[src/shared/flash_host_cfg.svh]
`ifndef FLASH_HOST_CFG_SVH
`define FLASH_HOST_CFG_SVH

`define FH_CLK_NS 10
`define FH_CEIL_CYC(ns) (((ns) + `FH_CLK_NS - 1) / `FH_CLK_NS)
`define FH_FLOOR_CYC(ns) ((ns) / `FH_CLK_NS)
`define FH_MS_CYC(ms) ((ms) * 64'd1000000 / `FH_CLK_NS)

// Bus cycle timing, taken at the slower speed grade
`define FH_TWP_NS 60
`define FH_THOLD_NS 60
`define FH_TACC_NS 150
`define FH_SYNC_CYC 2

// Page load spacing and busy window
`define FH_LOAD_MIN_NS 300
`define FH_LOAD_MAX_NS 30000
`define FH_WINDOW_NS 100100
`define FH_WINDOW_SLACK_CYC 100

// Deep power-down release to first write strobe
`define FH_PD_EXIT_NS 1000

// Device internal time-outs, used here only as watchdogs
`define FH_ERASE_TO_MS 2000
`define FH_PROG_TO_MS 150

`define FH_READY_BIT 7

`endif

[src/shared/flash_host_pkg.sv]
package flash_host_pkg;

	typedef enum logic [2:0] {
		OP_WRITE = 3'b000,
		OP_PAGE = 3'b001,
		OP_READ = 3'b010,
		OP_POLL_ERASE = 3'b011,
		OP_POLL_PROG = 3'b100,
		OP_PD_ENTER = 3'b101,
		OP_PD_EXIT = 3'b110
	} op_e;

	typedef enum logic [2:0] {
		ST_IDLE = 3'b000,
		ST_CYCLE = 3'b001,
		ST_PD = 3'b010,
		ST_PD_EXIT = 3'b011,
		ST_WAIT_BUSY = 3'b100,
		ST_POLL = 3'b101
	} host_state_e;

	typedef enum logic [1:0] {
		CY_IDLE = 2'b00,
		CY_SETUP = 2'b01,
		CY_STROBE = 2'b10,
		CY_HOLD = 2'b11
	} cyc_state_e;

endpackage

[src/core/flash_bus_cycle.sv]
`timescale 1ns/1ps
`include "flash_host_cfg.svh"

module flash_bus_cycle #(
	parameter int AW = 20,
	parameter int DW = 16
) (
	input wire logic sys_clk,
	input wire logic resetn,
	input wire logic start,
	input wire logic is_read,
	input wire logic [AW-1:0] addr_in,
	input wire logic [DW-1:0] data_in,
	output logic idle,
	output logic done,
	output logic [DW-1:0] rd_data,
	output logic cs_n,
	output logic oe_n,
	output logic we_n,
	output logic [AW-1:0] addr_pin,
	output logic [DW-1:0] dq_out,
	output logic dq_oe,
	input wire logic [DW-1:0] dq_in
);
	localparam logic [4:0] WP_CYC = 5'(`FH_CEIL_CYC(`FH_TWP_NS));
	localparam logic [4:0] RD_CYC = 5'(`FH_CEIL_CYC(`FH_TACC_NS) + `FH_SYNC_CYC);
	localparam logic [4:0] HOLD_CYC = 5'(`FH_CEIL_CYC(`FH_THOLD_NS));

	flash_host_pkg::cyc_state_e st_r;
	logic [4:0] cnt_r;
	logic rd_r, cs_n_r, oe_n_r, we_n_r, dq_oe_r, done_r;
	logic [AW-1:0] addr_r;
	logic [DW-1:0] dout_r, rdata_r, dq_s1_r, dq_s2_r;

	assign idle = (st_r == flash_host_pkg::CY_IDLE);
	assign done = done_r;
	assign rd_data = rdata_r;
	assign cs_n = cs_n_r;
	assign oe_n = oe_n_r;
	assign we_n = we_n_r;
	assign addr_pin = addr_r;
	assign dq_out = dout_r;
	assign dq_oe = dq_oe_r;

	always_ff @(posedge sys_clk or negedge resetn) begin
		if (!resetn) begin
			st_r <= flash_host_pkg::CY_IDLE;
			cnt_r <= '0;
			rd_r <= 1'b0;
			cs_n_r <= 1'b1;
			oe_n_r <= 1'b1;
			we_n_r <= 1'b1;
			dq_oe_r <= 1'b0;
			done_r <= 1'b0;
			addr_r <= '0;
			dout_r <= '0;
			rdata_r <= '0;
			dq_s1_r <= '0;
			dq_s2_r <= '0;
		end else begin
			dq_s1_r <= dq_in;
			dq_s2_r <= dq_s1_r;
			done_r <= 1'b0;
			unique case (st_r)
				flash_host_pkg::CY_IDLE: if (start) begin
					addr_r <= addr_in;
					dout_r <= data_in;
					rd_r <= is_read;
					cs_n_r <= 1'b0;
					dq_oe_r <= !is_read;
					st_r <= flash_host_pkg::CY_SETUP;
				end
				flash_host_pkg::CY_SETUP: begin
					// Output enable stays high for the whole write strobe
					oe_n_r <= !rd_r;
					we_n_r <= rd_r;
					cnt_r <= rd_r ? RD_CYC - 5'h01 : WP_CYC - 5'h01;
					st_r <= flash_host_pkg::CY_STROBE;
				end
				flash_host_pkg::CY_STROBE: if (cnt_r == 5'h00) begin
					oe_n_r <= 1'b1;
					we_n_r <= 1'b1;
					if (rd_r) begin
						rdata_r <= dq_s2_r;
					end
					cnt_r <= HOLD_CYC - 5'h01;
					st_r <= flash_host_pkg::CY_HOLD;
				end else begin
					cnt_r <= cnt_r - 5'h01;
				end
				flash_host_pkg::CY_HOLD: if (cnt_r == 5'h00) begin
					// Hold also covers data-bus turnaround after a read
					cs_n_r <= 1'b1;
					dq_oe_r <= 1'b0;
					done_r <= 1'b1;
					st_r <= flash_host_pkg::CY_IDLE;
				end else begin
					cnt_r <= cnt_r - 5'h01;
				end
			endcase
		end
	end

	property p_we_width;
		@(posedge sys_clk) disable iff (!resetn)
		$fell(we_n_r) |-> (!we_n_r)[*6] ##1 we_n_r;
	endproperty
	a_we_width: assert property (p_we_width) else $error("write strobe width wrong");

	property p_read_excl;
		@(posedge sys_clk) disable iff (!resetn)
		!oe_n_r |-> we_n_r && !dq_oe_r && !cs_n_r;
	endproperty
	a_read_excl: assert property (p_read_excl) else $error("read overlaps a write");

endmodule

[src/core/flash_host_ctrl.sv]
`timescale 1ns/1ps
`include "flash_host_cfg.svh"

module flash_host_ctrl #(
	parameter int AW = 20,
	parameter int DW = 16,
	parameter int unsigned WINDOW_CYC = 32'(`FH_CEIL_CYC(`FH_WINDOW_NS) + `FH_WINDOW_SLACK_CYC),
	parameter int unsigned ERASE_TO_CYC = 32'(`FH_MS_CYC(`FH_ERASE_TO_MS)),
	parameter int unsigned PROG_TO_CYC = 32'(`FH_MS_CYC(`FH_PROG_TO_MS))
) (
	input wire logic sys_clk,
	input wire logic resetn,
	input wire logic word_mode_strap,
	input wire logic cmd_valid,
	output logic cmd_ready,
	input wire flash_host_pkg::op_e cmd_op,
	input wire logic [AW-1:0] cmd_addr,
	input wire logic [DW-1:0] cmd_data,
	output logic rsp_valid,
	output logic [DW-1:0] rsp_data,
	output logic rsp_timeout,
	output logic page_late,
	output logic chip_select_a_n,
	output logic chip_select_b_n,
	output logic oe_n,
	output logic we_n,
	output logic width_select,
	output logic deep_powerdown_n,
	output logic [AW-1:0] addr_pin,
	output logic [DW-1:0] dq_out,
	output logic dq_oe,
	input wire logic [DW-1:0] dq_in,
	input wire logic ready_busy_out
);
	localparam logic [15:0] LOAD_MIN_CYC = 16'(`FH_CEIL_CYC(`FH_LOAD_MIN_NS));
	localparam logic [15:0] LOAD_MAX_CYC = 16'(`FH_FLOOR_CYC(`FH_LOAD_MAX_NS));
	localparam logic [31:0] PD_EXIT_CYC = 32'(`FH_CEIL_CYC(`FH_PD_EXIT_NS));
	localparam logic [7:0] PD_EXIT_CHK = 8'(`FH_CEIL_CYC(`FH_PD_EXIT_NS));

	flash_host_pkg::host_state_e st_r, st_nxt;
	logic init_r, width_r, pd_n_r, rb_s1_r, rb_s2_r, page_open_r;
	logic rsp_valid_r, rsp_timeout_r, page_late_r, rd_op_r;
	logic [DW-1:0] rsp_data_r;
	logic [AW-1:0] poll_addr_r;
	logic [15:0] gap_r;
	logic [31:0] tmr_r, wd_r;
	logic [7:0] since_pd_r;

	wire cyc_idle, cyc_done, cs_n;
	wire [DW-1:0] cyc_rdata;
	wire is_poll = (cmd_op == flash_host_pkg::OP_POLL_ERASE) ||
		(cmd_op == flash_host_pkg::OP_POLL_PROG);
	wire is_bus_op = (cmd_op == flash_host_pkg::OP_WRITE) ||
		(cmd_op == flash_host_pkg::OP_PAGE) || (cmd_op == flash_host_pkg::OP_READ);
	// Back-to-back page loads are held off until the minimum spacing has passed
	wire gap_ok = !(page_open_r && cmd_op == flash_host_pkg::OP_PAGE && gap_r < LOAD_MIN_CYC);
	wire idle_take = (st_r == flash_host_pkg::ST_IDLE) && gap_ok;
	wire pd_take = (st_r == flash_host_pkg::ST_PD) && (cmd_op == flash_host_pkg::OP_PD_EXIT);
	wire cmd_fire = cmd_valid && cmd_ready;
	wire poll_issue = (st_r == flash_host_pkg::ST_POLL) && cyc_idle && !cyc_done;
	wire cyc_start = (cmd_fire && is_bus_op) || poll_issue;
	wire cyc_read = poll_issue || (cmd_op == flash_host_pkg::OP_READ);
	wire [AW-1:0] cyc_addr = poll_issue ? poll_addr_r : cmd_addr;
	// Completion needs both the status bit and the pin to show ready
	wire poll_ready = cyc_rdata[`FH_READY_BIT] && rb_s2_r;
	wire poll_end = (st_r == flash_host_pkg::ST_POLL) && cyc_done;

	assign cmd_ready = init_r && cyc_idle && (idle_take || pd_take);
	assign rsp_valid = rsp_valid_r;
	assign rsp_data = rsp_data_r;
	assign rsp_timeout = rsp_timeout_r;
	assign page_late = page_late_r;
	assign chip_select_a_n = cs_n;
	assign chip_select_b_n = cs_n;
	assign width_select = width_r;
	assign deep_powerdown_n = pd_n_r;

	flash_bus_cycle #(.AW(AW), .DW(DW)) u_cycle (
		.sys_clk(sys_clk),
		.resetn(resetn),
		.start(cyc_start),
		.is_read(cyc_read),
		.addr_in(cyc_addr),
		.data_in(cmd_data),
		.idle(cyc_idle),
		.done(cyc_done),
		.rd_data(cyc_rdata),
		.cs_n(cs_n),
		.oe_n(oe_n),
		.we_n(we_n),
		.addr_pin(addr_pin),
		.dq_out(dq_out),
		.dq_oe(dq_oe),
		.dq_in(dq_in)
	);

	always_comb begin
		st_nxt = st_r;
		unique case (st_r)
			flash_host_pkg::ST_IDLE: if (cmd_fire) begin
				if (is_bus_op) begin
					st_nxt = flash_host_pkg::ST_CYCLE;
				end else if (is_poll) begin
					st_nxt = flash_host_pkg::ST_WAIT_BUSY;
				end else if (cmd_op == flash_host_pkg::OP_PD_ENTER) begin
					st_nxt = flash_host_pkg::ST_PD;
				end
			end
			flash_host_pkg::ST_CYCLE: if (cyc_done) begin
				st_nxt = flash_host_pkg::ST_IDLE;
			end
			flash_host_pkg::ST_PD: if (cmd_fire) begin
				st_nxt = flash_host_pkg::ST_PD_EXIT;
			end
			flash_host_pkg::ST_PD_EXIT: if (tmr_r == 32'h0000_0000) begin
				st_nxt = flash_host_pkg::ST_IDLE;
			end
			// Busy may lag the last page load by the whole load window
			flash_host_pkg::ST_WAIT_BUSY: if (!rb_s2_r || tmr_r == 32'h0000_0000) begin
				st_nxt = flash_host_pkg::ST_POLL;
			end
			flash_host_pkg::ST_POLL: if (cyc_done && (poll_ready || wd_r == 32'h0000_0000)) begin
				st_nxt = flash_host_pkg::ST_IDLE;
			end
			default: st_nxt = flash_host_pkg::ST_IDLE;
		endcase
	end

	// Width is a strap caught once after reset so it never moves mid-sequence
	always_ff @(posedge sys_clk or negedge resetn) begin
		if (!resetn) begin
			init_r <= 1'b0;
			width_r <= 1'b0;
		end else if (!init_r) begin
			init_r <= 1'b1;
			width_r <= word_mode_strap;
		end
	end

	always_ff @(posedge sys_clk or negedge resetn) begin
		if (!resetn) begin
			rb_s1_r <= 1'b1;
			rb_s2_r <= 1'b1;
			st_r <= flash_host_pkg::ST_IDLE;
			pd_n_r <= 1'b1;
		end else begin
			rb_s1_r <= ready_busy_out;
			rb_s2_r <= rb_s1_r;
			st_r <= st_nxt;
			pd_n_r <= (st_nxt != flash_host_pkg::ST_PD);
		end
	end

	// Strobes are only offered after the power-down recovery time
	always_ff @(posedge sys_clk or negedge resetn) begin
		if (!resetn) begin
			tmr_r <= '0;
			wd_r <= '0;
			poll_addr_r <= '0;
		end else if (cmd_fire && is_poll) begin
			tmr_r <= WINDOW_CYC;
			// Watchdog only; the status poll is the real completion signal
			wd_r <= (cmd_op == flash_host_pkg::OP_POLL_ERASE) ? ERASE_TO_CYC : PROG_TO_CYC;
			poll_addr_r <= cmd_addr;
		end else if (cmd_fire && pd_take) begin
			tmr_r <= PD_EXIT_CYC - 32'h0000_0001;
		end else begin
			if (tmr_r != 32'h0000_0000) begin
				tmr_r <= tmr_r - 32'h0000_0001;
			end
			if (wd_r != 32'h0000_0000) begin
				wd_r <= wd_r - 32'h0000_0001;
			end
		end
	end

	// Page spacing is counted from the end of each load cycle
	always_ff @(posedge sys_clk or negedge resetn) begin
		if (!resetn) begin
			gap_r <= '0;
			page_open_r <= 1'b0;
			page_late_r <= 1'b0;
		end else begin
			page_late_r <= cmd_fire && cmd_op == flash_host_pkg::OP_PAGE &&
				page_open_r && gap_r > LOAD_MAX_CYC;
			if (st_r == flash_host_pkg::ST_CYCLE && cyc_done && page_open_r && gap_r == '0) begin
				gap_r <= '0;
			end else if (cmd_fire && cmd_op == flash_host_pkg::OP_PAGE) begin
				page_open_r <= 1'b1;
				gap_r <= '0;
			end else if (cmd_fire) begin
				page_open_r <= 1'b0;
			end else if (page_open_r && cyc_idle && gap_r <= LOAD_MAX_CYC) begin
				gap_r <= gap_r + 16'h0001;
			end
		end
	end

	always_ff @(posedge sys_clk or negedge resetn) begin
		if (!resetn) begin
			rsp_valid_r <= 1'b0;
			rsp_timeout_r <= 1'b0;
			rsp_data_r <= '0;
			rd_op_r <= 1'b0;
		end else begin
			// The op port may move once a command is taken, so a read is remembered
			if (cmd_fire) begin
				rd_op_r <= (cmd_op == flash_host_pkg::OP_READ);
			end
			rsp_valid_r <= (st_r == flash_host_pkg::ST_CYCLE && cyc_done &&
				rd_op_r) || (poll_end && (poll_ready || wd_r == 32'h0000_0000));
			if (cyc_done) begin
				rsp_data_r <= cyc_rdata;
				rsp_timeout_r <= poll_end && !poll_ready;
			end
		end
	end

	// Helper for the recovery check below
	always_ff @(posedge sys_clk or negedge resetn) begin
		if (!resetn) begin
			since_pd_r <= 8'hFF;
		end else if (!pd_n_r) begin
			since_pd_r <= 8'h00;
		end else if (since_pd_r != 8'hFF) begin
			since_pd_r <= since_pd_r + 8'h01;
		end
	end

	property p_write_qualify;
		@(posedge sys_clk) disable iff (!resetn)
		!we_n |-> !chip_select_a_n && !chip_select_b_n && oe_n && deep_powerdown_n;
	endproperty
	a_write_qualify: assert property (p_write_qualify) else $error("write while inhibited");

	property p_width_static;
		@(posedge sys_clk) disable iff (!resetn)
		init_r |=> $stable(width_select);
	endproperty
	a_width_static: assert property (p_width_static) else $error("width select moved");

	property p_page_gap;
		@(posedge sys_clk) disable iff (!resetn)
		cmd_fire && cmd_op == flash_host_pkg::OP_PAGE && page_open_r |-> gap_r >= LOAD_MIN_CYC;
	endproperty
	a_page_gap: assert property (p_page_gap) else $error("page loads too close");

	property p_pd_recovery;
		@(posedge sys_clk) disable iff (!resetn)
		$fell(we_n) |-> since_pd_r >= PD_EXIT_CHK;
	endproperty
	a_pd_recovery: assert property (p_pd_recovery) else $error("strobe too soon after wake");

	property p_poll_done;
		@(posedge sys_clk) disable iff (!resetn)
		poll_end && poll_ready |=> rsp_valid && !rsp_timeout &&
			rsp_data[`FH_READY_BIT] && st_r == flash_host_pkg::ST_IDLE;
	endproperty
	a_poll_done: assert property (p_poll_done) else $error("poll completion lost");

	property p_poll_watchdog;
		@(posedge sys_clk) disable iff (!resetn)
		poll_end && !poll_ready && wd_r == 32'h0000_0000 |=> rsp_valid && rsp_timeout;
	endproperty
	a_poll_watchdog: assert property (p_poll_watchdog) else $error("watchdog not reported");

	c_page_pair: cover property (@(posedge sys_clk) disable iff (!resetn)
		cmd_fire && cmd_op == flash_host_pkg::OP_PAGE && page_open_r);
	c_poll_ok: cover property (@(posedge sys_clk) disable iff (!resetn)
		poll_end && poll_ready);
	c_pd_wake: cover property (@(posedge sys_clk) disable iff (!resetn)
		$rose(deep_powerdown_n));

endmodule

[config.mk]
export PLATFORM = sky130hd
export DESIGN_NAME = flash_host_ctrl
export DESIGN_NICKNAME = d
export VERILOG_FILES = /design/src/shared/flash_host_pkg.sv /design/src/core/flash_bus_cycle.sv /design/src/core/flash_host_ctrl.sv
export VERILOG_INCLUDE_DIRS = /design/src /design/src/shared
export SDC_FILE = /design/constraint.sdc
export NUM_CORES = 1
export LEC_CHECK = 0
export CAP_MARGIN = 10
export CORE_MARGIN = 3
export CORE_UTILIZATION = 50
export DETAILED_ROUTE_END_ITERATION = 6
export DONT_BUFFER_PORTS = 1
export GPL_ROUTABILITY_DRIVEN = 0
export PLACE_DENSITY = 0.74
export SLEW_MARGIN = 20
export SYNTH_ARGS = -nofsm -noshare
export SYNTH_HDL_FRONTEND = slang
export SYNTH_SLANG_ARGS = --single-unit
[constraint.sdc]
create_clock -name sys_clk -period 3.9 [get_ports sys_clk]
set_clock_uncertainty 0.1 [all_clocks]
set_input_delay 0.975 -clock sys_clk [delete_from_list [all_inputs] [get_ports sys_clk]]
set_output_delay 0.975 -clock sys_clk [all_outputs]
set_load 0.01 [all_outputs]
==> impl_metrics.toml <==
[synthesis]
synth_largest_area_cell = "dfrtp_1"
yosysWarnings = 0
async_flop_share = 1.000
syn_area_mm2 = 0.01034
ys_top_cells_by_area = "dfrtp_1 53%, mux2_2 5.6%, nand2_1 3.6%, o21ai_0 3.2%, mux2i_1 2.6%"
synth_cell_type_count = 72
synth_nets = 1051
synth_top_area_frac = 0.5323
seq_area_frac_synth = 0.5475
syn_area_per_cell_um2 = 10.55
synth_cells = 980
ys_ff_latch = 226
synth_edf_count = 0
synthFlopType = "dfrtp_1"

[power_and_ir_drop]
power.leakage_nw = 4.951
power-per-cell-area_mw_per_mm2 = 638.8
vdd_drop_max_uv = 496.0

[placed_design]
dp_hpwl_um = 14600
dpl.cell_count = 1212
io_buffers = 0

[drt]
wl_per_cell_um = 17.90
ant_nets = 0
vias = 7646
drc_errors = 0
vias_per_cell = 6.088
firstDrtPassIters = 5
drtIter0Drc = 495
routed_wl_um = 22490

[sta]
setup_viol = 0
setup_tns_ns = 0
finalCritPeriodShare = 0.8328
finalCriticalPeriod_ns = 3.248
max_clock_freq_mhz = 307.9
slew_violations = 0
relSlewSlack = 0.3106
hold_viol = 0
rsz0062_at_grt = "false"
worst_slew_pin_slew_ns = 1.023

[cts]
postCtsSetupRepairBufs = 0
cts_root_buf = "clkbuf_16"
cts.sinks = 226
cts_tree = "built"
clock_latency_ns = 0.52
clk_pin_slew_worst_paths_ns = 0.06
cts_resized = 0
cts_buffer_depth = 3
holdBufCountCts = 0
numCtsBuffers = 24
htreeDepth = 1

[worst_setup_path]
cp.arrival_ns = 2.17
max_stage_delay_ns = 0.49
cp.required_ns = 2.82
crit_chain = "nor4_1 > o2111ai_1 > nor3_1 > nor2_1"
cp-start-kind = "flip-flop"
path_class = "flip-flop to output port"
cp_num_buf_inv = 0
crit_family = "simple AND/OR/NAND/NOR gates"
worstSetupEndpointType = "output port"
cp_slowest_cell = "nor4_1"
critPathMaxFanout = 5

[global_routing]
grt_max_degree = 227
grt_pass1_vias = 7542
antenna_found_initial = 0
grt.overflow.total = 0
grtUsageTotal = 0.2012
grt_pass1_wl_um = 37610

[cells_and_area]
final_cells = 1256
fin_util = 0.5759
drive_above_1_share = 0.1453
area_growth_pct = 10.86
antenna-diode-count = 0
layout.nets = 1044

[floorplan]
core_area_mm2 = 0.01991
fp.dieW_um = 149.8
die-area_mm2 = 0.02245
die_h_um = 149.8
pin_count = 123
initial_core_util = 0.5195
rows = 51

[min_path]
hold_path_class = "input port to asynchronous set/reset pin"

[outcome]
status = "finished, final reports clean"

[job]
drv_cap = 0
## cell usage in the layout, fill, tap and decap left out, drive strengths merged, types with 5 or more instances in the layout
master / count
nand3b: 7
nor4: 19
nand2: 99
nor2: 46
a211oi: 5
a31oi: 13
buf: 17
xnor2: 6
a21oi: 53
o31ai: 31
dfrtp: 220
nand3: 45
o21ai: 71
or4: 32
ha: 11
clkbuf: 31
nor2b: 7
inv: 29
clkinv: 5
nand4: 12
mux2i: 27
or3b: 6
nor3: 25
mux2: 51
dfstp: 6
and3: 12
nand2b: 5
or3: 24
or2: 7
## synthesized netlist by cell type, drive strengths merged, types with 6 or more instances
cell,count
buf,17
xnor2,6
nor4,19
a21oi,53
clkbuf,33
or3,24
inv,28
or4,32
or2,7
dfrtp,220
ha,11
a31oi,13
nand4,12
o21ai,71
or3b,6
mux2,51
nor2,46
nor3,25
mux2i,27
o31ai,31
nand3,45
and3,12
dfstp,6
nand2,99
nand3b,7
nor2b,7
## report_power, final
part | switching, W | internal, W
logic | 0.000654 | 0.000658
clock network | 0.000940 | 0.00150
registers | 0.000625 | 0.00295
## worst reg2reg max path, stage by stage (launching register included)
cell and delay, ns:
dfrtp_1 0.42, nor4_1 0.70, nand4b_1 0.54, nor4_2 0.66, or2_2 0.40, o21ai_0 0.16
## path summary, 6_finish.rpt
| check | endpoint | cells past startpoint | startpoint | slack [ns] |
|---|---|---|---|---|
| worst min-delay path | rsp_data[12]$_DFFE_PN0P_ | 0 | resetn | 0.07 |
| worst max register to register | wd_r[25]$_DFFE_PN0P_ | 5 | wd_r[14]$_DFFE_PN0P_ | 0.80 |
| min in group sys_clk | u_cycle.dq_s2_r[5]$_DFF_PN0_ | 0 | u_cycle.dq_s1_r[5]$_DFF_PN0_ | 0.25 |
| worst min register to register | u_cycle.dq_s2_r[5]$_DFF_PN0_ | 0 | u_cycle.dq_s1_r[5]$_DFF_PN0_ | 0.25 |
| max in group asynchronous | tmr_r[11]$_DFFE_PN0P_ | 0 | resetn | 3.15 |
| worst max-delay path | cmd_ready | 4 | gap_r[14]$_DFFE_PN0P_ | 0.65 |
## registers in the layout, indices dropped and copies added (netlist names), 2 cells and up
name,flops
gap_r,16
poll_addr_r,20
rsp_data,16
st_r,3
tmr_r,32
u_cycle.addr_pin,20
u_cycle.cnt_r,5
u_cycle.dq_out,16
u_cycle.dq_s1_r,16
u_cycle.dq_s2_r,16
u_cycle.rd_data,16
u_cycle.st_r,2
wd_r,32
## per-stage QoR
stage	hold slack [ns]	cell area [µm²]	setup slack, ns	total power, W
6_report	0.06958	11470	0.6519	0.007325
5_1_grt	0.03410	11470	0.4430	0.007745
4_1_cts	0.04046	11470	0.6174	0.007386
3_5_place_dp	0.2347	10600	0.7967	0.004911
3_3_place_gp	0.2326	10600	0.8847	0.004832
2_1_floorplan	0.2312	10340	0.7495	0.004545
## final cells by class
class	count	area, µm²
Tap cell	265	331.6
Clock inverter	13	193.9
Multi-Input combinational cell	676	4368
Sequential cell	226	5663
Fill cell	1653	8443
Clock buffer	31	676.9
Timing Repair Buffer	17	127.6
Inverter	28	105.1
## per-layer routing
layer | global-route usage | vias to the layer above | wire (µm)
met1 | 0.2810 | 3805 | 9889
met2 | 0.3147 | 228 | 10430
met3 | 0.05845 | 28 | 1814
met5 | 0 | - | 0
met4 | 0.04529 | 0 | 352
li1 | - | 3585 | -
## cells by family after synthesis
family                   Yosys count  synth area share
XOR/XNOR                          10          0.008468
AO/OA/AOI/OAI                    213            0.1275
buffers and inverters             78           0.03182
other                              1         0.0003626
multiplexers                      78           0.08166
AND/OR/NAND/NOR                  363            0.1893
flip-flops                       226            0.5475
adder cells (fa/ha/maj)           11           0.01331
Power figures use the tool's default switching activity.
